$ cat src/core/ocf_pkg.sv
// Purpose: shared constants and carriers for the output clock and
//          frame sync control block
// Assumes: 20 MHz system clock
// Notes:   nominal frequencies are reporting values, in kHz
package ocf_pkg;
    // ----------------------------------------------------------------
    // clocking and timing
    // ----------------------------------------------------------------
    localparam int CLK_KHZ = 20000;
    localparam int FRAME_KHZ = 8;
    localparam int MFRAME_KHZ = 2;
    localparam int FRAME_CYC = CLK_KHZ / FRAME_KHZ;
    localparam int MFRAME_CYC = CLK_KHZ / MFRAME_KHZ;
    localparam int PPS_CYC = CLK_KHZ * 1000;
    // one unit of the sync offset limit, least time, rounded up
    localparam int SYNC_STEP_NS = 50;
    localparam int SYNC_STEP_CYC = (SYNC_STEP_NS * CLK_KHZ + 999999)
                                   / 1000000;
    localparam int N_OUT = 12;
    localparam int N_PH_OUT = 7;
    localparam int N_IN = 12;
    localparam int LOOP_PH_W = 29;
    localparam int IN_PH_W = 8;
    localparam int FINE_W = 4;
    localparam int COARSE_W = 8;
    // ----------------------------------------------------------------
    // nominal output frequencies after reset
    // ----------------------------------------------------------------
    localparam logic [31:0] OUT1_KHZ = 32'h0000_61a8;  // 25 MHz
    localparam logic [31:0] OUT2_KHZ = 32'h0001_e848;  // 125 MHz
    localparam logic [31:0] OUT3_KHZ = 32'h0002_625a;  // 156.25 MHz
    localparam logic [31:0] OUT9_KHZ = 32'h0000_4000;  // 16.384 MHz
    localparam logic [31:0] OUT10_KHZ = 32'h0000_0800; // 2.048 MHz
    // ----------------------------------------------------------------
    // hold codes
    // ----------------------------------------------------------------
    localparam logic [1:0] HOLD_LOW = 2'h2;
    localparam logic [1:0] HOLD_HIGH = 2'h3;
    localparam logic [1:0] HOLD_NONE = 2'h0;
    // ----------------------------------------------------------------
    // carriers
    // ----------------------------------------------------------------
    typedef struct packed {
        logic [9:0] output_polarity_flip;      // outputs 1..10
        logic [9:0][1:0] output_hold_code;     // outputs 1..10
        logic [6:0] output_power_off;          // outputs 1..7
        logic composite_output_power_off;      // output 8
        logic rate_loop_input_fail_gate;
        logic low_jitter_out_a_on;             // output 11
        logic low_jitter_out_b_on;             // output 12
        logic digital_loop_three_on;
    } ocf_out_cfg_t;
    localparam ocf_out_cfg_t OUT_CFG_RESET = '{
        output_polarity_flip: 10'h000,
        // outputs 4..7 (entries 3..6) carry code 10, the rest pass
        output_hold_code: {6'h00, 8'haa, 6'h00},
        output_power_off: 7'h00,
        composite_output_power_off: 1'b1,
        rate_loop_input_fail_gate: 1'b0,
        low_jitter_out_a_on: 1'b0,
        low_jitter_out_b_on: 1'b0,
        digital_loop_three_on: 1'b0
    };
    typedef struct packed {
        logic frame_pulse_on;
        logic multiframe_pulse_on;
        logic frame_pulse_flip;
        logic multiframe_pulse_flip;
        logic frame_pulse_narrow;
        logic multiframe_pulse_narrow;
        logic narrow_pulse_placement;  // 1: rising edge position
        logic pps_mode;                // 1: both pins carry 1 pps
        logic sync_edge_rise;          // 1: align the rising edge
        logic [2:0] sync_offset_limit;
        logic auto_resync_allow;
        logic manual_resync_allow;
    } ocf_sync_cfg_t;
endpackage

$ cat src/core/ocf_output_control.sv
// Purpose: output gating, frame sync generation, sync monitor and
//          phase offset selection
// Assumes: loop clocks arrive already on the system clock domain
// Notes:   pins from outside pass a three flop filter
`timescale 1ns/1ps
module ocf_output_control #(
    parameter int MFRAME_CYCLES = ocf_pkg::MFRAME_CYC,
    parameter int PPS_CYCLES = ocf_pkg::PPS_CYC
) (
    input wire logic i_clk,                       // system clock
    input wire logic i_reset,                     // sync, active high
    input wire logic i_cfg_load,                  // take i_out_cfg
    input wire ocf_pkg::ocf_out_cfg_t i_out_cfg,  // output config
    input wire ocf_pkg::ocf_sync_cfg_t i_sync_cfg, // sync config
    input wire logic [11:0] i_loop_clk,           // raw output clocks
    input wire logic i_loop3_input_fail,          // loop three input
    input wire logic i_sync_pin,                  // external sync pin
    input wire logic i_ref_pin,                   // reference pin
    input wire logic i_alarm_clear,               // clear latched alarm
    input wire logic i_standby_unit,              // inactive redundant
    input wire logic i_loop_phase_shift_on,       // loop offset enable
    input wire logic i_manual_phase,              // manual, drops in offset
    input wire logic [28:0] i_loop_phase_shift_value, // loop offset
    input wire logic [11:0][7:0] i_input_phase_shift_value, // inputs
    input wire logic [3:0] i_selected_input,      // 0..11 = in 3..14
    input wire logic [6:0] i_analog_src,          // out 1..7 analog fed
    input wire logic [6:0][3:0] i_output_fine_shift, // fine steps
    input wire logic [6:0][7:0] i_output_coarse_shift_a, // div1 steps
    input wire logic [6:0][7:0] i_output_coarse_shift_b, // div2 steps
    output logic [11:0] o_out,                    // output clocks
    output logic o_frame_pulse_pin,               // 8 kHz / 1 pps
    output logic o_multiframe_pulse_pin,          // 2 kHz / 1 pps
    output logic o_sync_alarm_live,               // alarm now
    output logic o_sync_alarm_latched,            // sticky alarm
    output logic o_sync_irq,                      // interrupt level
    output logic o_loop_one_run,                  // first analog loop
    output logic o_digital_loop_three_run,        // third loop enabled
    output logic [4:0][31:0] o_nominal_khz,       // out 1,2,3,9,10
    output logic [28:0] o_loop_phase,             // applied loop offset
    output logic [7:0] o_input_phase,             // applied in offset
    output logic [6:0][3:0] o_fine_applied,       // applied fine shift
    output logic [6:0][7:0] o_coarse_a,           // applied coarse a
    output logic [6:0][7:0] o_coarse_b            // applied coarse b
);
    import ocf_pkg::*;

    // the frame counters are 25 bits wide
    if (MFRAME_CYCLES < 4 || PPS_CYCLES < MFRAME_CYCLES ||
        PPS_CYCLES > 33554432) begin : g_bad
        $error("ocf_output_control: bad frame counts");
    end

    // ----------------------------------------------------------------
    // configuration
    // ----------------------------------------------------------------
    ocf_out_cfg_t cfg;
    always_ff @(posedge i_clk) begin
        if (i_reset) begin
            cfg <= OUT_CFG_RESET;
        end else if (i_cfg_load) begin
            cfg <= i_out_cfg;
        end
    end

    always_ff @(posedge i_clk) begin
        if (i_reset) begin
            o_loop_one_run <= 1'b0;
            o_digital_loop_three_run <= 1'b0;
            o_nominal_khz <= '0;
        end else begin
            o_loop_one_run <= 1'b1;
            o_digital_loop_three_run <= cfg.digital_loop_three_on;
            o_nominal_khz <= {OUT10_KHZ, OUT9_KHZ, OUT3_KHZ, OUT2_KHZ,
                              OUT1_KHZ};
        end
    end

    // ----------------------------------------------------------------
    // output gating
    // ----------------------------------------------------------------
    logic [11:0] out_on;
    always_comb begin
        out_on = '1;
        out_on[6:0] = ~cfg.output_power_off;
        out_on[7] = ~cfg.composite_output_power_off &
                    ~(cfg.rate_loop_input_fail_gate & i_loop3_input_fail);
        out_on[8] = cfg.digital_loop_three_on;
        out_on[9] = cfg.digital_loop_three_on;
        out_on[10] = cfg.low_jitter_out_a_on;
        out_on[11] = cfg.low_jitter_out_b_on;
    end

    for (genvar i = 0; i < N_OUT; i++) begin : g_out
        logic level;
        if (i < 10) begin : g_ctl
            always_comb begin
                unique case (cfg.output_hold_code[i])
                    HOLD_LOW: level = 1'b0;
                    HOLD_HIGH: level = 1'b1;
                    default: level = i_loop_clk[i] ^
                                     cfg.output_polarity_flip[i];
                endcase
            end
        end else begin : g_plain
            assign level = i_loop_clk[i];
        end
        always_ff @(posedge i_clk) begin
            if (i_reset) begin
                o_out[i] <= 1'b0;
            end else begin
                o_out[i] <= out_on[i] & level;
            end
        end
    end

    // ----------------------------------------------------------------
    // pin filters: three flops, a change counts when 2nd and 3rd agree
    // ----------------------------------------------------------------
    logic [1:0] pin_in;
    logic [1:0] pin_s1;
    logic [1:0] pin_s2;
    logic [1:0] pin_s3;
    logic [1:0] pin_f;
    logic [1:0] pin_fd;
    assign pin_in = {i_ref_pin, i_sync_pin};
    always_ff @(posedge i_clk) begin
        if (i_reset) begin
            pin_s1 <= '0;
            pin_s2 <= '0;
            pin_s3 <= '0;
            pin_f <= '0;
            pin_fd <= '0;
        end else begin
            pin_s1 <= pin_in;
            pin_s2 <= pin_s1;
            pin_s3 <= pin_s2;
            pin_f <= (pin_s2 & pin_s3) | (pin_f & (pin_s2 ^ pin_s3));
            pin_fd <= pin_f;
        end
    end

    logic sync_edge;
    logic ref_rise;
    assign sync_edge = i_sync_cfg.sync_edge_rise ?
                       (pin_f[0] & ~pin_fd[0]) :
                       (~pin_f[0] & pin_fd[0]);
    assign ref_rise = pin_f[1] & ~pin_fd[1];

    // ----------------------------------------------------------------
    // frame counters
    // ----------------------------------------------------------------
    logic [24:0] fr_cnt;
    logic [24:0] mf_cnt;
    logic [24:0] pps_cnt;
    logic armed;
    logic align;
    assign align = armed & ref_rise;
    always_ff @(posedge i_clk) begin
        if (i_reset || align) begin
            fr_cnt <= '0;
            mf_cnt <= '0;
            pps_cnt <= '0;
        end else begin
            fr_cnt <= (fr_cnt == 25'(FRAME_CYC - 1)) ? '0 : fr_cnt + 1'b1;
            mf_cnt <= (mf_cnt == 25'(MFRAME_CYCLES - 1)) ? '0 :
                      mf_cnt + 1'b1;
            pps_cnt <= (pps_cnt == 25'(PPS_CYCLES - 1)) ? '0 :
                       pps_cnt + 1'b1;
        end
    end

    // ----------------------------------------------------------------
    // sync monitor
    // ----------------------------------------------------------------
    logic [24:0] offset;
    logic over_limit;
    logic resync_ok;
    always_comb begin
        offset = (fr_cnt < 25'(FRAME_CYC / 2)) ? fr_cnt :
                 25'(FRAME_CYC) - fr_cnt;
        over_limit = offset > 25'(i_sync_cfg.sync_offset_limit *
                                  SYNC_STEP_CYC);
        resync_ok = i_sync_cfg.auto_resync_allow |
                    i_sync_cfg.manual_resync_allow;
    end

    always_ff @(posedge i_clk) begin
        if (i_reset) begin
            o_sync_alarm_live <= 1'b0;
        end else if (sync_edge) begin
            o_sync_alarm_live <= over_limit;
        end
    end

    // an alarm while armed cancels the pending alignment
    always_ff @(posedge i_clk) begin
        if (i_reset || align) begin
            armed <= 1'b0;
        end else if (sync_edge) begin
            armed <= ~over_limit & resync_ok;
        end
    end

    // set wins over clear so no alarm is lost
    always_ff @(posedge i_clk) begin
        if (i_reset) begin
            o_sync_alarm_latched <= 1'b0;
        end else if (sync_edge && over_limit) begin
            o_sync_alarm_latched <= 1'b1;
        end else if (i_alarm_clear) begin
            o_sync_alarm_latched <= 1'b0;
        end
    end
    assign o_sync_irq = o_sync_alarm_latched;

    // ----------------------------------------------------------------
    // frame pulse shaping
    // ----------------------------------------------------------------
    logic fr_wave;
    logic mf_wave;
    logic fr_nar;
    logic mf_nar;
    logic fr_lvl;
    logic mf_lvl;
    logic pps_lvl;
    always_comb begin
        fr_wave = fr_cnt < 25'(FRAME_CYC / 2);
        mf_wave = mf_cnt < 25'(MFRAME_CYCLES / 2);
        // narrow pulse lasts one internal clock period
        fr_nar = i_sync_cfg.narrow_pulse_placement ? (fr_cnt == '0) :
                 (fr_cnt == 25'(FRAME_CYC / 2));
        mf_nar = i_sync_cfg.narrow_pulse_placement ? (mf_cnt == '0) :
                 (mf_cnt == 25'(MFRAME_CYCLES / 2));
        pps_lvl = pps_cnt == '0;
        fr_lvl = i_sync_cfg.pps_mode ? pps_lvl :
                 (i_sync_cfg.frame_pulse_narrow ? fr_nar : fr_wave);
        mf_lvl = i_sync_cfg.pps_mode ? pps_lvl :
                 (i_sync_cfg.multiframe_pulse_narrow ? mf_nar :
                  mf_wave);
    end

    always_ff @(posedge i_clk) begin
        if (i_reset) begin
            o_frame_pulse_pin <= 1'b0;
            o_multiframe_pulse_pin <= 1'b0;
        end else begin
            o_frame_pulse_pin <= i_sync_cfg.frame_pulse_on &
                (fr_lvl ^ i_sync_cfg.frame_pulse_flip);
            o_multiframe_pulse_pin <= i_sync_cfg.multiframe_pulse_on &
                (mf_lvl ^ i_sync_cfg.multiframe_pulse_flip);
        end
    end

    // ----------------------------------------------------------------
    // phase offsets; only outputs 1..7 carry adjustment
    // ----------------------------------------------------------------
    logic loop_ph_en;
    logic in_valid;
    assign loop_ph_en = i_standby_unit | i_loop_phase_shift_on;
    assign in_valid = i_selected_input < 4'(N_IN);
    always_ff @(posedge i_clk) begin
        if (i_reset) begin
            o_loop_phase <= '0;
            o_input_phase <= '0;
            o_fine_applied <= '0;
            o_coarse_a <= '0;
            o_coarse_b <= '0;
        end else begin
            o_loop_phase <= loop_ph_en ? i_loop_phase_shift_value :
                            '0;
            o_input_phase <= (in_valid && !i_manual_phase) ?
                i_input_phase_shift_value[i_selected_input] : '0;
            for (int k = 0; k < N_PH_OUT; k++) begin
                o_fine_applied[k] <= i_analog_src[k] ?
                    i_output_fine_shift[k] : '0;
            end
            o_coarse_a <= i_output_coarse_shift_a;
            o_coarse_b <= i_output_coarse_shift_b;
        end
    end
endmodule

$ cat config.mk
export PLATFORM = sky130hd
export DESIGN_NAME = ocf_output_control
export DESIGN_NICKNAME = d
export VERILOG_FILES = /design/src/core/ocf_pkg.sv /design/src/core/ocf_output_control.sv
export SDC_FILE = /design/constraint.sdc
export NUM_CORES = 1
export LEC_CHECK = 0
export ABC_AREA = 1
export BUFFER_PORTS_ARGS = -buffer_cell sky130_fd_sc_hd__buf_4
export CAP_MARGIN = 25
export CELL_PAD_IN_SITES_DETAIL_PLACEMENT = 0
export CELL_PAD_IN_SITES_GLOBAL_PLACEMENT = 1
export CORE_AREA = 3 3 271 273
export DETAILED_ROUTE_END_ITERATION = 6
export DIE_AREA = 0 0 274 276
export PLACE_DENSITY_LB_ADDON = 0.2
export REMOVE_ABC_BUFFERS = 1
export SLEW_MARGIN = 40
export SYNTH_ARGS = -nofsm -noshare
export SYNTH_HDL_FRONTEND = slang
export SYNTH_SLANG_ARGS = --single-unit
$ cat constraint.sdc
create_clock -name i_clk -period 2.4 [get_ports i_clk]
set_input_delay 0.48 -clock i_clk [delete_from_list [all_inputs] [get_ports i_clk]]
set_output_delay 0.48 -clock i_clk [all_outputs]
set_load 0.02 [all_outputs]
== Word-level counts from Yosys, hierarchy flattened ==
Index checks and enable logic that the tools add are counted.

* Word-level logic and storage cells: 205
* Memory bits (read-only): 0
* Memory bits (writable): 0
* Bits in latches: 0
* Bits of input ports: 354
* Register bits after elaboration: 483
* Memories: 0
* Output and inout bits: 356

* Multiply operators: 0
* Shift-type cells: 0
* Order comparisons: 5
* Div/mod/pow operators: 0
* Muxes and demuxes: 24
* Add/subtract/negate cells: 4
* Bitwise gates (word level): 55
* Equal/unequal tests: 25
* Reductions and logical operators: 20

{| class="wikitable"
|+ Operators by type and width
! kind !! count
|-
| $mux W140 || 1
|-
| $add A25 B1 Y25 const B || 3
|-
| $logic_not A25 Y1 || 3
|-
| $eq A2 B2 Y1 const B || 20
|-
| $bmux W8 S4 || 1
|-
| $eq A25 B11 Y1 const B || 1
|-
| $eq A25 B12 Y1 const B || 1
|-
| $eq A25 B13 Y1 const B || 1
|-
| $eq A25 B14 Y1 const B || 1
|-
| $eq A25 B25 Y1 const B || 1
|-
| $gt A25 B3 Y1 || 1
|-
| $lt A25 B11 Y1 const B || 1
|-
| $lt A25 B13 Y1 const B || 1
|-
| $mux W25 || 1
|-
| $sub A12 B25 Y25 const A || 1
|-
| $reduce_or A2 Y1 || 12
|-
| $and A1 B1 Y1 || 21
|-
| $pmux W1 S2 || 10
|-
| $not A1 Y1 || 15
|-
| $xor A1 B1 Y1 || 12
|-
| $mux W1 || 10
|-
| $mux W8 || 1
|-
| $not A7 Y7 || 1
|-
| $lt A4 B5 Y1 const B || 1
|-
| other kinds (9) || 12
|}

== Depth between registers and ports, before layout ==
Gate-level depths: netlist of the first run.

* Depth in word-level cells: 6
* Gate-level depth with buffers: 22
* Depth with buffers taken out: 20

== Least setup slack after synthesis of the first run ==
Ideal clock, no wire load.

* Path type: register to register
* Start: reg fr_cnt[13]
* End: reg o_sync_alarm_latched
* Library setup time: 0.132 ns
* Data arrival time: 2.275 ns
* Clock period less this slack: 2.407 ns
* Slack: -0.007 ns
* Path buffers: 2
* Required time: 2.268 ns
* Cell stages (with the launch flop): 23
* Cell sequence: dfxtp_1 -> buf_6 -> nor2_2 -> nand2_1 -> inv_2 -> nand2_4 -> nor2_8 -> nand2_4 -> buf_6 -> nand2_1 -> xor2_1 -> inv_1 -> ha_1 -> nand2_1 -> nor2_1 -> a211oi_1 -> nand2_1 -> nor2_1 -> nand2_1 -> nand2_1 -> nand3_1 -> nand2_1 -> a21oi_1

* Word-level cells in the longest chain between the ends: 5
* Elaborated cells between the ends (all ways): 7
* Those cells by class: add/sub (1); order compare (2); mux (2); reduce/logical (2)

{| class="wikitable"
|+ Ends and longest elaborated chain
! element !! line !! text
|-
| start: declaration || ocf_output_control.sv:152 || <nowiki>logic [24:0] fr_cnt;</nowiki>
|-
| start signal: assignment || ocf_output_control.sv:164 || <nowiki>fr_cnt <= (fr_cnt == 25'(FRAME_CYC - 1)) ? '0 : fr_cnt + 1'b1;</nowiki>
|-
| $sub A12 B25 Y25 or $lt A25 B11 Y1 (tied branches) || ocf_output_control.sv:180, ocf_output_control.sv:179 ||
|-
| $mux W25 * || ocf_output_control.sv:179 || <nowiki>offset = (fr_cnt < 25'(FRAME_CYC / 2)) ? fr_cnt :</nowiki>
|-
| $gt A25 B3 Y1 * || ocf_output_control.sv:181 || <nowiki>over_limit = offset > 25'(i_sync_cfg.sync_offset_limit *</nowiki>
|-
| $logic_and A1 B1 Y1 * || ocf_output_control.sv:208 || <nowiki>end else if (sync_edge && over_limit) begin</nowiki>
|-
| $mux W1 or $reduce_bool A2 Y1 (tied branches) || n/a ||
|-
| end signal: assignment || ocf_output_control.sv:207 || <nowiki>o_sync_alarm_latched <= 1'b0;</nowiki>
|-
| end signal: assignment || ocf_output_control.sv:209 || <nowiki>o_sync_alarm_latched <= 1'b1;</nowiki>
|-
| end signal: assignment || ocf_output_control.sv:211 || <nowiki>o_sync_alarm_latched <= 1'b0;</nowiki>
|-
| end: declaration || ocf_output_control.sv:34 || <nowiki>output logic o_sync_alarm_latched,</nowiki>
|}

Every way passes the cells marked *; elsewhere a longest branch is shown, timed or not.
A chain may end at the register's enable or synchronous reset.

== Worst setup path in the final report of the first run ==
Same ends and word-level chain as after synthesis.

==> implementation parameters, run 1 <==
Parameter                              Value

Logic synthesis
  Area share of and/or/nand/nor cells after synthesis    between 20% and 30%
  Number of synthesized flops with an enable pin    0
  Post-Synthesis Cell Area    14,500 um^2
  Combinational family with the most area after synthesis    simple AND/OR/NAND/NOR gates
  Avg Synthesized Cell Area    7.38 um^2
  Flip-flop and latch count after synthesis    323
  Sequential area share after synthesis    44.6%
  Count of different cell masters after synthesis    49
  Fraction of synthesized area in multiplexers    0.760%
  Fraction of registers with async set/reset    0%
  Dominant synthesized flop cell    sky130_fd_sc_hd__dfxtp_1
  Cells after synthesis    1,963
  Post-synthesis share of cell area spent on full adders, half adders and majority gates    under 10%
  Share of the synthesized area in compound gates (AO/OA/AOI/OAI)    9.26%
  Number of warnings reported in the yosys synthesis log    0
  Xor/xnor share of the synthesized area    between 1.5 and 2%

Setup path
  Family of cells with the greatest summed delay on the critical path    simple AND/OR/NAND/NOR gates
  Maximum fanout encountered on the critical timing path    3
  Data required time at the worst endpoint    2820 ps
  Top cell by count, worst path    sky130_fd_sc_hd__nand2_2
  Depth of the most critical reg-to-reg path    20
  Stage delay of the slowest cell on the critical path    330 ps
  Data arrival, critical path    ~2700 ps
  Type of the worst setup path    flip-flop to flip-flop
  Cells along the critical path    nor2_4, nand2_2, inv_2, nand2_4, nor2_8, nand2_4, nand2_2, xor2_1, inv_1, ha_4, nand2_2, buf_4, nor2_4, nand2_1, nor2_1, nand2_1, nand2_1, nand3_2, nand2_2, a21oi_1
  Total stage count of the critical path    20
  Number of buffers and inverters on the critical path    3
  Kind of capture point of the worst setup path    flip-flop
  Slowest library cell on the worst path    sky130_fd_sc_hd__dfxtp_2
  Kind of start point of the critical path    flip-flop

Layout
  Utilization after layout    about 30%
  Final layout net count    2,951
  Share of cells above drive strength 1    31.1%
  Growth of design area from synthesis to finish    47.2%
  Non-Filler Instances    3,566

Clocking
  Clk slew on worst S/H paths    60 ps
  Number of buffers on the longest clock path    3
  Hold Buf Count CTS    0
  Worst skew pair latency    570 ps
  CTS sink count    around 320
  Num CTS Buffers    43
  Root Driver    sky130_fd_sc_hd__clkbuf_16
  Number of H-tree branching levels    2
  CTS tree    done

Outcome
  Run status    completed

Place
  Number of I/O port buffers    572
  Estimated wirelength of the detail-placed design    about 46,000 um
  Cells after DPL    3,471
  Routability-driven placement congestion ratio    between 0.8 and 0.9
  Worst slack, placed    -113 ps

Floorplan
  Row count    between 90 and 100
  Chip Width    ~270 um
  I/O pin cnt    710
  Initial Util    20.3%
  Die area    75,600 um^2
  Core Footprint    71,400 um^2
  Floorplan die height    276 um

Worst hold path
  Tightest Hold Check Type    input pin to flip-flop
  Cell depth of the worst hold path    3

Route
  Post-DR vias/cell    3.85
  Vias post-DR    13,700
  Number of nets still failing antenna checks after routing    0
  First-iteration detailed-routing DRC count    640
  Per-cell routed wire length    15.9 um
  First-pass iteration count of the detailed router    6
  Final wirelength    56,700 um
  Remaining routing DRC violations    0

STA
  Final cycle utilization of the critical path    between 90 and 100%
  Final Max Slew Viols    0
  Final worst path period need    2300 ps
  Fin worst setup slack    96.1 ps
  Max-slew headroom at the worst pin    49.5%
  Clock Skew    19.8 ps
  Achievable Freq    0.434 GHz
  Final hold vios    0
  Final setup violation count    0
  Accumulated negative setup slack    0 ps
  Pin slew with the least headroom to its limit    750 ps
  RSZ-0062 raised after global routing    yes

Global route
  First-pass GRT wire length    84,300 um
  Gr usage total    between 10 and 15%
  Largest net degree at the start of global routing    86
  Remaining global-route overflow    0
  Via count of the first global-routing pass    14,100
  Initial antenna violation count    8

Run
  Number of violations of the max-capacitance limit    0

Power and ir drop
  Power per unit of standard cell area    about 660 nW/um^2
  Worst voltage drop across the vdd grid    502 uV
  Leakage    0.0108 uW
  Overall power    around 14,000 uW
## cell usage after synthesis (6+ instances only)
master                     instances  share of area, %
sky130_fd_sc_hd__a211oi_1         10              0.52
sky130_fd_sc_hd__a21oi_1          66               2.3
sky130_fd_sc_hd__buf_1            11              0.28
sky130_fd_sc_hd__buf_2             6              0.21
sky130_fd_sc_hd__buf_4           164               8.5
sky130_fd_sc_hd__clkbuf_1         36              0.93
sky130_fd_sc_hd__dfxtp_1         323                45
sky130_fd_sc_hd__ha_1             12               1.0
sky130_fd_sc_hd__inv_1           325               8.4
sky130_fd_sc_hd__inv_2             7              0.18
sky130_fd_sc_hd__mux2i_1          11              0.76
sky130_fd_sc_hd__nand2_1         218               5.6
sky130_fd_sc_hd__nand3_1          58               2.0
sky130_fd_sc_hd__nand4_1          26               1.1
sky130_fd_sc_hd__nor2_1          415                11
sky130_fd_sc_hd__nor2_2            8              0.35
sky130_fd_sc_hd__nor2_4            7              0.54
sky130_fd_sc_hd__nor3_1           31               1.1
sky130_fd_sc_hd__o21ai_0         104               3.6
sky130_fd_sc_hd__o21ai_1           7              0.24
sky130_fd_sc_hd__o221ai_1         11              0.66
sky130_fd_sc_hd__o32ai_1          13              0.79
sky130_fd_sc_hd__xor2_1           28               1.7
## final cells by class
cell class	instances	area, um^2
Sequential cell	323	6480
Timing Repair Buffer	662	5030
Clock inverter	6	124
Multi-Input combinational cell	1220	5960
Antenna cell	2	5.00
Clock buffer	68	1290
Tap cell	950	1190
Inverter	335	1260
Fill cell	7908	50000
## report_power, final
| group | internal (uW) | leakage, uW | total (uW) | switching (uW) |
|---|---|---|---|---|
| logic | 827 | 0.00746 | 1910 | 1080 |
| registers | 5600 | 0.00267 | 5690 | 93.0 |
| clock network | 3900 | 0.000687 | 6420 | 2520 |
| total | 10300 | 0.0108 | 14000 | 3700 |
## flip-flops by register name, indices dropped and copies added, names as in the netlist, 2 cells and up
| name | flops |
|---|---|
| o_loop_phase | 29 |
| mf_cnt | 25 |
| pin_f | 2 |
| fr_cnt | 25 |
| o_coarse_b | 56 |
| pin_s1 | 2 |
| pin_s2 | 2 |
| pps_cnt | 25 |
| o_input_phase | 8 |
| pin_fd | 2 |
| o_fine_applied | 28 |
| o_coarse_a | 56 |
| pin_s3 | 2 |
| cfg | 42 |
| o_out | 12 |
## final timing paths
kind	startpoint	to	slack, ps
hold / removal	i_output_coarse_shift_a[50]	o_coarse_a[50]$_SDFF_PP0_	100
hold reg to reg	pin_s1[0]$_SDFF_PP0_	pin_s2[0]$_SDFF_PP0_	420
setup reg to reg	fr_cnt[13]$_SDFF_PP0_	o_sync_alarm_latched$_SDFFE_PP0P_	100
setup / recovery	fr_cnt[13]$_SDFF_PP0_	o_sync_alarm_latched$_SDFFE_PP0P_	100
## routing by layer
metal  GRT usage (%)  vias up  part of all wire (%)
met5               0        -                 0.076
met4            3.13        6                   1.7
met3            5.17       64                   8.7
met2            26.3      395                    51
met1            16.2     6230                    39
li1                -     7019                     -
## logic make-up (layout without fill, tap and decap cells)
| logic type | count (synthesis) | after routing |
|---|---|---|
| AOI/OAI and AO/OA | 233 | 233 |
| DFF | 323 | 323 |
| muxes | 11 | 11 |
| xor gates and xnor gates | 32 | 32 |
| buffers and inverters | 556 | 1071 |
| and+or+nand+nor | 795 | 795 |
| adders and majority gates | 12 | 12 |
| other | 1 | 139 |
## worst min-delay path: cells and delay by family
kind / cells / cell delay (ps)
simple gates: 1 / 60
buf+inv: 2 / 100
## repair_timing
action | CTS | global route
cloned | 0 | 0
buffers inserted | 17 | 2
gates resized for setup | 22 | 36
setup endpoints to repair | 3 | 29
pin swaps | 16 | 23
## per-stage QoR
stage               hold WS (ps)  area [um^2]
finish                       105        21300
global route                74.3        21300
CTS                         56.7        21200
detailed placement           406        19600
global placement             406        19600
floorplan                    388        13500
## cells in the final DEF, fill, tap and decap left out, drive strengths merged, types with 26 or more instances in the layout
| cell type | netlist | final |
|---|---|---|
| buf | 185 | 662 |
| nor2 | 431 | 431 |
| inv | 332 | 335 |
| dfxtp | 323 | 323 |
| nand2 | 225 | 225 |
| conb | 1 | 137 |
| o21ai | 111 | 111 |
| clkbuf | 36 | 68 |
| a21oi | 66 | 66 |
| nand3 | 62 | 62 |
| nor3 | 35 | 35 |
| xor2 | 28 | 28 |
| nand4 | 26 | 26 |
Power figures use the tool's default switching activity.
==> run 2: changes to the inputs <==
CORE_AREA = 3 3 275 277   (was 3 3 271 273)
DIE_AREA = 0 0 278 280   (was 0 0 274 276)
clock period = 2.5 ns   (was 2.4 ns; I/O delays follow)
==> run 2 against run 1 <==
  * Sequential cell count did not move
  * Clock skew fell by 5.6 ps
  * Sequential power fell by 3.9%
  * Clock power fell by 7.9%
  * Non-clock buffer count fell by 18
  * Total power fell by 5.9%
  * Largest power group unchanged
  * Final area fell by 1.5%
  * Global-route usage fell by 0.54 points
  * Critical endpoint unchanged
  * Worst hold slack improved by 24 ps
  * Critical path depth did not move
  * Largest cell class unchanged
  * Final cell count fell by 0.28%
  * First-iteration DRC count fell by 8.8%
==> implementation parameters, run 2 (same netlist as run 1, synthesis figures left out) <==
Parameter                              Value

Outcome
  Run status    completed

Route
  Post-DR vias/cell    3.85
  Final wirelength    57,400 um
  First-iteration detailed-routing DRC count    584
  Per-cell routed wire length    16.1 um
  Vias post-DR    approximately 14,000
  First-pass iteration count of the detailed router    5
  Remaining routing DRC violations    0
  Number of nets still failing antenna checks after routing    0

Clocking
  Root Driver    sky130_fd_sc_hd__clkbuf_16
  Worst skew pair latency    560 ps
  Clk slew on worst S/H paths    60 ps
  Hold Buf Count CTS    0
  CTS tree    done
  CTS sink count    roughly 320
  Number of H-tree branching levels    2
  Number of buffers on the longest clock path    3
  Num CTS Buffers    between 40 and 50

STA
  Final hold vios    0
  Final setup violation count    0
  Final cycle utilization of the critical path    92.6%
  Pin slew with the least headroom to its limit    slightly below 700 ps
  Clock Skew    14.3 ps
  Max-slew headroom at the worst pin    54.0%
  Final worst path period need    between 2000 and 2500 ps
  Accumulated negative setup slack    0 ps
  Achievable Freq    0.432 GHz
  Final Max Slew Viols    0
  Final hold slack    around 130 ps
  RSZ-0062 raised after global routing    yes

Place
  Number of I/O port buffers    572
  Estimated wirelength of the detail-placed design    46,600 um
  Routability-driven placement congestion ratio    0.841

Setup path
  Data required time at the worst endpoint    2910 ps
  Kind of capture point of the worst setup path    flip-flop
  Data arrival, critical path    2720 ps
  Reg2Reg Setup Slack    about 190 ps
  Kind of start point of the critical path    flip-flop
  Maximum fanout encountered on the critical timing path    4
  Depth of the most critical reg-to-reg path    20
  Cells along the critical path    nor2_2, nand2_1, inv_2, nand2_4, nor2_8, nand2_4, nand2_2, xor2_1, inv_1, ha_4, nand2_2, buf_4, nor2_1, nand2_1, nor2_1, nand2_1, nand2_1, nand3_2, nand2_2, a21oi_1
  Number of buffers and inverters on the critical path    3
  Type of the worst setup path    flip-flop to flip-flop
  Stage delay of the slowest cell on the critical path    about 320 ps
  Endpoint of the most critical register-to-register path    o_sync_alarm_latched$_SDFFE_PP0P_
  Total stage count of the critical path    20
  Worst R2R Start    fr_cnt[12]$_SDFF_PP0_
  Slowest library cell on the worst path    sky130_fd_sc_hd__dfxtp_1
  Top cell by count, worst path    sky130_fd_sc_hd__nand2_1
  Launching element of the worst setup path    fr_cnt[12]$_SDFF_PP0_
  Family of cells with the greatest summed delay on the critical path    simple AND/OR/NAND/NOR gates

Global route
  Initial antenna violation count    8
  Via count of the first global-routing pass    13,700
  First-pass GRT wire length    83,400 um
  Largest net degree at the start of global routing    137
  Gr usage total    13.9%
  Remaining global-route overflow    0

Floorplan
  Initial Util    19.8%
  Floorplan die height    280 um
  Chip Width    278 um
  Core Footprint    73,100 um^2
  Row count    99
  I/O pin cnt    710
  Die area    77,800 um^2

Layout
  Leading cell types in the layout, fill and taps excluded    sky130_fd_sc_hd__buf_4 (642), sky130_fd_sc_hd__nor2_1 (410), sky130_fd_sc_hd__inv_1 (321), sky130_fd_sc_hd__dfxtp_1 (315), sky130_fd_sc_hd__nand2_1 (210)
  Registers with the most flip-flops    o_coarse_a x56, o_coarse_b x56, cfg x42
  Filler Cells Inserted    8,155
  Final layout net count    2,931
  Growth of design area from synthesis to finish    45.0%
  Sequential Area    6480 um^2
  Share of cells above drive strength 1    30.1%
  Area taken by multi-input logic gates    ~5900 um^2
  Most frequent standard cell in the layout excluding fill and tap cells    sky130_fd_sc_hd__buf_4

Power and ir drop
  Worst voltage drop across the vdd grid    approximately 430 uV
  Leakage    0.0107 uW
  Overall power    13,200 uW
  Power per unit of standard cell area    628 nW/um^2

Worst hold path
  Tightest Hold Check Type    input pin to flip-flop
  Origin of the worst min-delay path    i_output_coarse_shift_b[18]
  Worst-case hold path end point    o_coarse_b[18]$_SDFF_PP0_
  Cell depth of the worst hold path    3

Run
  Number of violations of the max-capacitance limit    0
-- run 2: cell types whose count changed in the layout (fill, tap and decap cells not counted), sizes merged --
cell | before | now
clkinv | 4 | 9
clkinvlp | 0 | 1
clkbuf | 68 | 58
diode | 2 | 4
buf | 662 | 644
bufinv | 2 | 3
-- run 2: final cells by class --
type | count | area share, %
clock buffer | 58 | 5.48
clock inverter | 13 | 0.803
multi-input combinational | 1220 | 28.1
timing repair buffer | 644 | 23.1
tap | 959 | 5.71
antenna | 4 | 0.0476
inverter | 335 | 5.98
sequential | 323 | 30.8
-- run 2: power breakdown --
group | internal, uW | leakage [uW] | total [uW] | switching, uW
Clock | 3520 | 0.000647 | 5910 | 2390
Sequential | 5380 | 0.00266 | 5470 | 94.0
Combinational | 790 | 0.00735 | 1820 | 1030
Total | 9690 | 0.0107 | 13200 | 3510
-- run 2: worst max path at each step --
stage	endpoint	slack (ps)
finish	o_sync_alarm_latched$_SDFFE_PP0P_	190
global placement	o_sync_alarm_live$_SDFFE_PP0P_	-8
floorplan	o_loop_one_run	-1360
global route	o_sync_alarm_latched$_SDFFE_PP0P_	-80
detailed placement	o_sync_alarm_live$_SDFFE_PP0P_	-30
CTS	o_sync_alarm_live$_SDFFE_PP0P_	10
-- run 2: stage by stage --
stage	utilization [%]	area [um^2]	setup slack, ps	std cells
5_1_grt	28.8	21000	-79.6	3552
3_3_place_gp	26.8	19600	-7.88	3480
2_1_floorplan	-	13500	-1360	1878
3_5_place_dp	26.8	19600	-32.2	3480
4_1_cts	28.6	20900	13.1	3551
6_report	28.8	21000	186	3556
-- run 2: tightest hold or removal path: cells and delay by family --
kind | cells | cell delay (ps)
buffers and inverters | 2 | 110
and+or+nand+nor | 1 | 60
-- run 2: metal layers --
layer | vias to the layer above | part of all wire [%] | global-route usage [%] | routed length, um
met5 | - | 0.059 | 0 | 34
met4 | 4 | 1.8 | 3.36 | 1050
met3 | 69 | 7.4 | 4.78 | 4270
met2 | 369 | 50 | 24.6 | 28800
met1 | 6272 | 41 | 16.2 | 23200
li1 | 6976 | - | - | -
-- run 2: repair_timing --
item / in CTS / in global routing
setup endpoints to repair: 2 / 6
resized for setup: 1 / 35
pin swaps: 0 / 5
cloned: 0 / 0
buffers inserted: 0 / 1
hold endpoints to repair: 0 / 0
==> run 3: changes to the inputs <==
CORE_AREA = 3 3 274 276   (was 3 3 275 277)
DIE_AREA = 0 0 277 279   (was 0 0 278 280)
clock period = 2.75 ns   (was 2.5 ns; I/O delays follow)
==> run 3 against run 2 <==
  * Combinational power down 9.9%
  * Total power is 8.7% lower
  * Clock-buffer cell count increased by 8
  * Via count shrank 0.64%
  * Routed wire length grew 0.84%
  * Final area is 1.3% lower
  * Fmax is 6.7% lower
  * Critical path depth is the same
  * Critical path type unchanged
  * Largest cell class unchanged
  * Largest power group unchanged
==> implementation parameters, run 3 (same netlist as run 1, synthesis figures left out) <==
Parameter                              Value

Outcome
  Run status    completed

Setup path
  Endpoint of the most critical register-to-register path    o_sync_alarm_latched$_SDFFE_PP0P_
  Data required time at the worst endpoint    about 3200 ps
  Depth of the most critical reg-to-reg path    20
  Reg2Reg Setup Slack    between 200 and 300 ps
  Kind of start point of the critical path    flip-flop
  Kind of capture point of the worst setup path    flip-flop
  Worst R2R Start    fr_cnt[19]$_SDFF_PP0_
  Maximum fanout encountered on the critical timing path    6
  Data arrival, critical path    slightly below 3000 ps
  Type of the worst setup path    flip-flop to flip-flop

Run
  Number of violations of the max-capacitance limit    0

Route
  First-pass iteration count of the detailed router    5
  Vias post-DR    13,600
  Final wirelength    57,900 um
  Per-cell routed wire length    ~16 um
  First-iteration detailed-routing DRC count    572
  Remaining routing DRC violations    0
  Number of nets still failing antenna checks after routing    0
  Post-DR vias/cell    3.85

STA
  Final hold vios    0
  Pin slew with the least headroom to its limit    about 740 ps
  Achievable Freq    0.403 GHz
  Final Max Slew Viols    0
  Final cycle utilization of the critical path    about nine tenths
  Final worst path period need    between 2000 and 2500 ps
  Final setup violation count    0
  Fin worst setup slack    269 ps
  Clock Skew    16.9 ps
  Max-slew headroom at the worst pin    50.4%

Power and ir drop
  Power per unit of standard cell area    slightly below 600 nW/um^2
  Overall power    12,000 uW
  Leakage    0.0105 uW
  Worst voltage drop across the vdd grid    slightly below 500 uV

Floorplan
  I/O pin cnt    710
  Floorplan die height    279 um
  Initial Util    19.9%
  Core Footprint    72,800 um^2
  Die area    between 70,000 and 80,000 um^2
  Row count    99
  Chip Width    between 200 and 300 um

Place
  Number of I/O port buffers    572
  Estimated wirelength of the detail-placed design    46,800 um
  Worst slack, placed    119 ps
  Routability-driven placement congestion ratio    0.881

Worst hold path
  Origin of the worst min-delay path    i_output_coarse_shift_b[42]
  Tightest Hold Check Type    input pin to flip-flop
  Cell depth of the worst hold path    3
  Worst-case hold path end point    o_coarse_b[42]$_SDFF_PP0_

Global route
  Via count of the first global-routing pass    13,800
  Gr usage total    14.1%
  Largest net degree at the start of global routing    76
  Remaining global-route overflow    0
  Initial antenna violation count    4
  First-pass GRT wire length    83,800 um

Layout
  Registers with the most flip-flops    o_coarse_a x56, o_coarse_b x56, cfg x42
  Share of cells above drive strength 1    28.6%
  Most frequent standard cell in the layout excluding fill and tap cells    sky130_fd_sc_hd__buf_4
  Growth of design area from synthesis to finish    43.2%
  Sequential Area    6470 um^2
  Filler Cells Inserted    8,063
  Area taken by multi-input logic gates    5830 um^2
  Final layout net count    about 2,900
  Leading cell types in the layout, fill and taps excluded    sky130_fd_sc_hd__buf_4 (611), sky130_fd_sc_hd__nor2_1 (412), sky130_fd_sc_hd__inv_1 (324), sky130_fd_sc_hd__dfxtp_1 (322), sky130_fd_sc_hd__nand2_1 (215)

Clocking
  Worst skew pair latency    570 ps
  Num CTS Buffers    42
  Number of buffers on the longest clock path    3
  Clk slew on worst S/H paths    roughly 60 ps
  Hold Buf Count CTS    0
  CTS tree    done
  CTS sink count    roughly 320
  Number of H-tree branching levels    2
  Root Driver    sky130_fd_sc_hd__clkbuf_16
[run 3: final cells by class]
type | count | area share (%)
Inverter | 335 | 6.06
Tap cell | 959 | 5.78
Clock inverter | 11 | 0.609
Multi-Input combinational cell | 1220 | 28.1
Clock buffer | 66 | 5.98
Antenna cell | 2 | 0.0241
Timing Repair Buffer | 613 | 22.3
Sequential cell | 323 | 31.2
[run 3: worst max-delay path by stage]
stage	start	end	slack (ps)	cells past startpoint
3_3_place_gp	fr_cnt[19]$_SDFF_PP0_	o_sync_alarm_live$_SDFFE_PP0P_	130	20
5_1_grt	fr_cnt[19]$_SDFF_PP0_	o_sync_alarm_latched$_SDFFE_PP0P_	-20	20
2_1_floorplan	o_nominal_khz[13]$_DFF_P_	o_loop_one_run	-1160	0
4_1_cts	fr_cnt[10]$_SDFF_PP0_	o_sync_alarm_live$_SDFFE_PP0P_	100	18
3_5_place_dp	fr_cnt[10]$_SDFF_PP0_	o_sync_alarm_latched$_SDFFE_PP0P_	120	18
6_report	fr_cnt[19]$_SDFF_PP0_	o_sync_alarm_latched$_SDFFE_PP0P_	270	20
[run 3: power breakdown]
group          switching (uW)  internal, uW  total (uW)
clock                    2220          3210        5440
combinational             936           706        1640
sequential               82.6          4890        4970
[run 3: worst max-delay path, cell delays in order, from the launching register on]
cell and delay, ps:
sky130_fd_sc_hd__dfxtp_1 350, sky130_fd_sc_hd__nor2_1 130, sky130_fd_sc_hd__nand2_1 100, sky130_fd_sc_hd__inv_1 80, sky130_fd_sc_hd__nand2_2 90, sky130_fd_sc_hd__nor2_8 130, sky130_fd_sc_hd__nand2_4 80, sky130_fd_sc_hd__nand2_1 70
sky130_fd_sc_hd__xor2_1 160, sky130_fd_sc_hd__inv_1 60, sky130_fd_sc_hd__ha_1 300, sky130_fd_sc_hd__nand2_1 90, sky130_fd_sc_hd__nor2_1 50, sky130_fd_sc_hd__a211oi_2 150, sky130_fd_sc_hd__nand2_1 70, sky130_fd_sc_hd__nor2_1 80
sky130_fd_sc_hd__nand2_1 50, sky130_fd_sc_hd__nand2_1 70, sky130_fd_sc_hd__nand3_2 90, sky130_fd_sc_hd__nand2_2 80, sky130_fd_sc_hd__a21oi_1 60
[run 3: timing repair]
item,in CTS,in global routing
setup endpoints to repair,0,3
setup buffers,0,0
gates resized for setup,0,10
[run 3: metrics by stage]
stage / setup TNS [ps] / std cells / util [%] / area (um^2) / hold slack [ps]
final: 0 / 3529 / 28.5 / 20800 / 174
after global routing: -36.8 / 3527 / 28.5 / 20700 / 146
after CTS: 0 / 3527 / 28.4 / 20700 / 129
after detailed placement: 0 / 3450 / 26.6 / 19400 / 427
after global placement: 0 / 3450 / 26.6 / 19400 / 425
after floorplan: -27770 / 1878 / - / 13500 / 388
[run 3: per-layer routing]
metal  GRT usage [%]  wire length (um)
met3            5.23              4720
met5               0                13
met4            3.39              1160
met1            16.1             23100
met2            25.0             28900
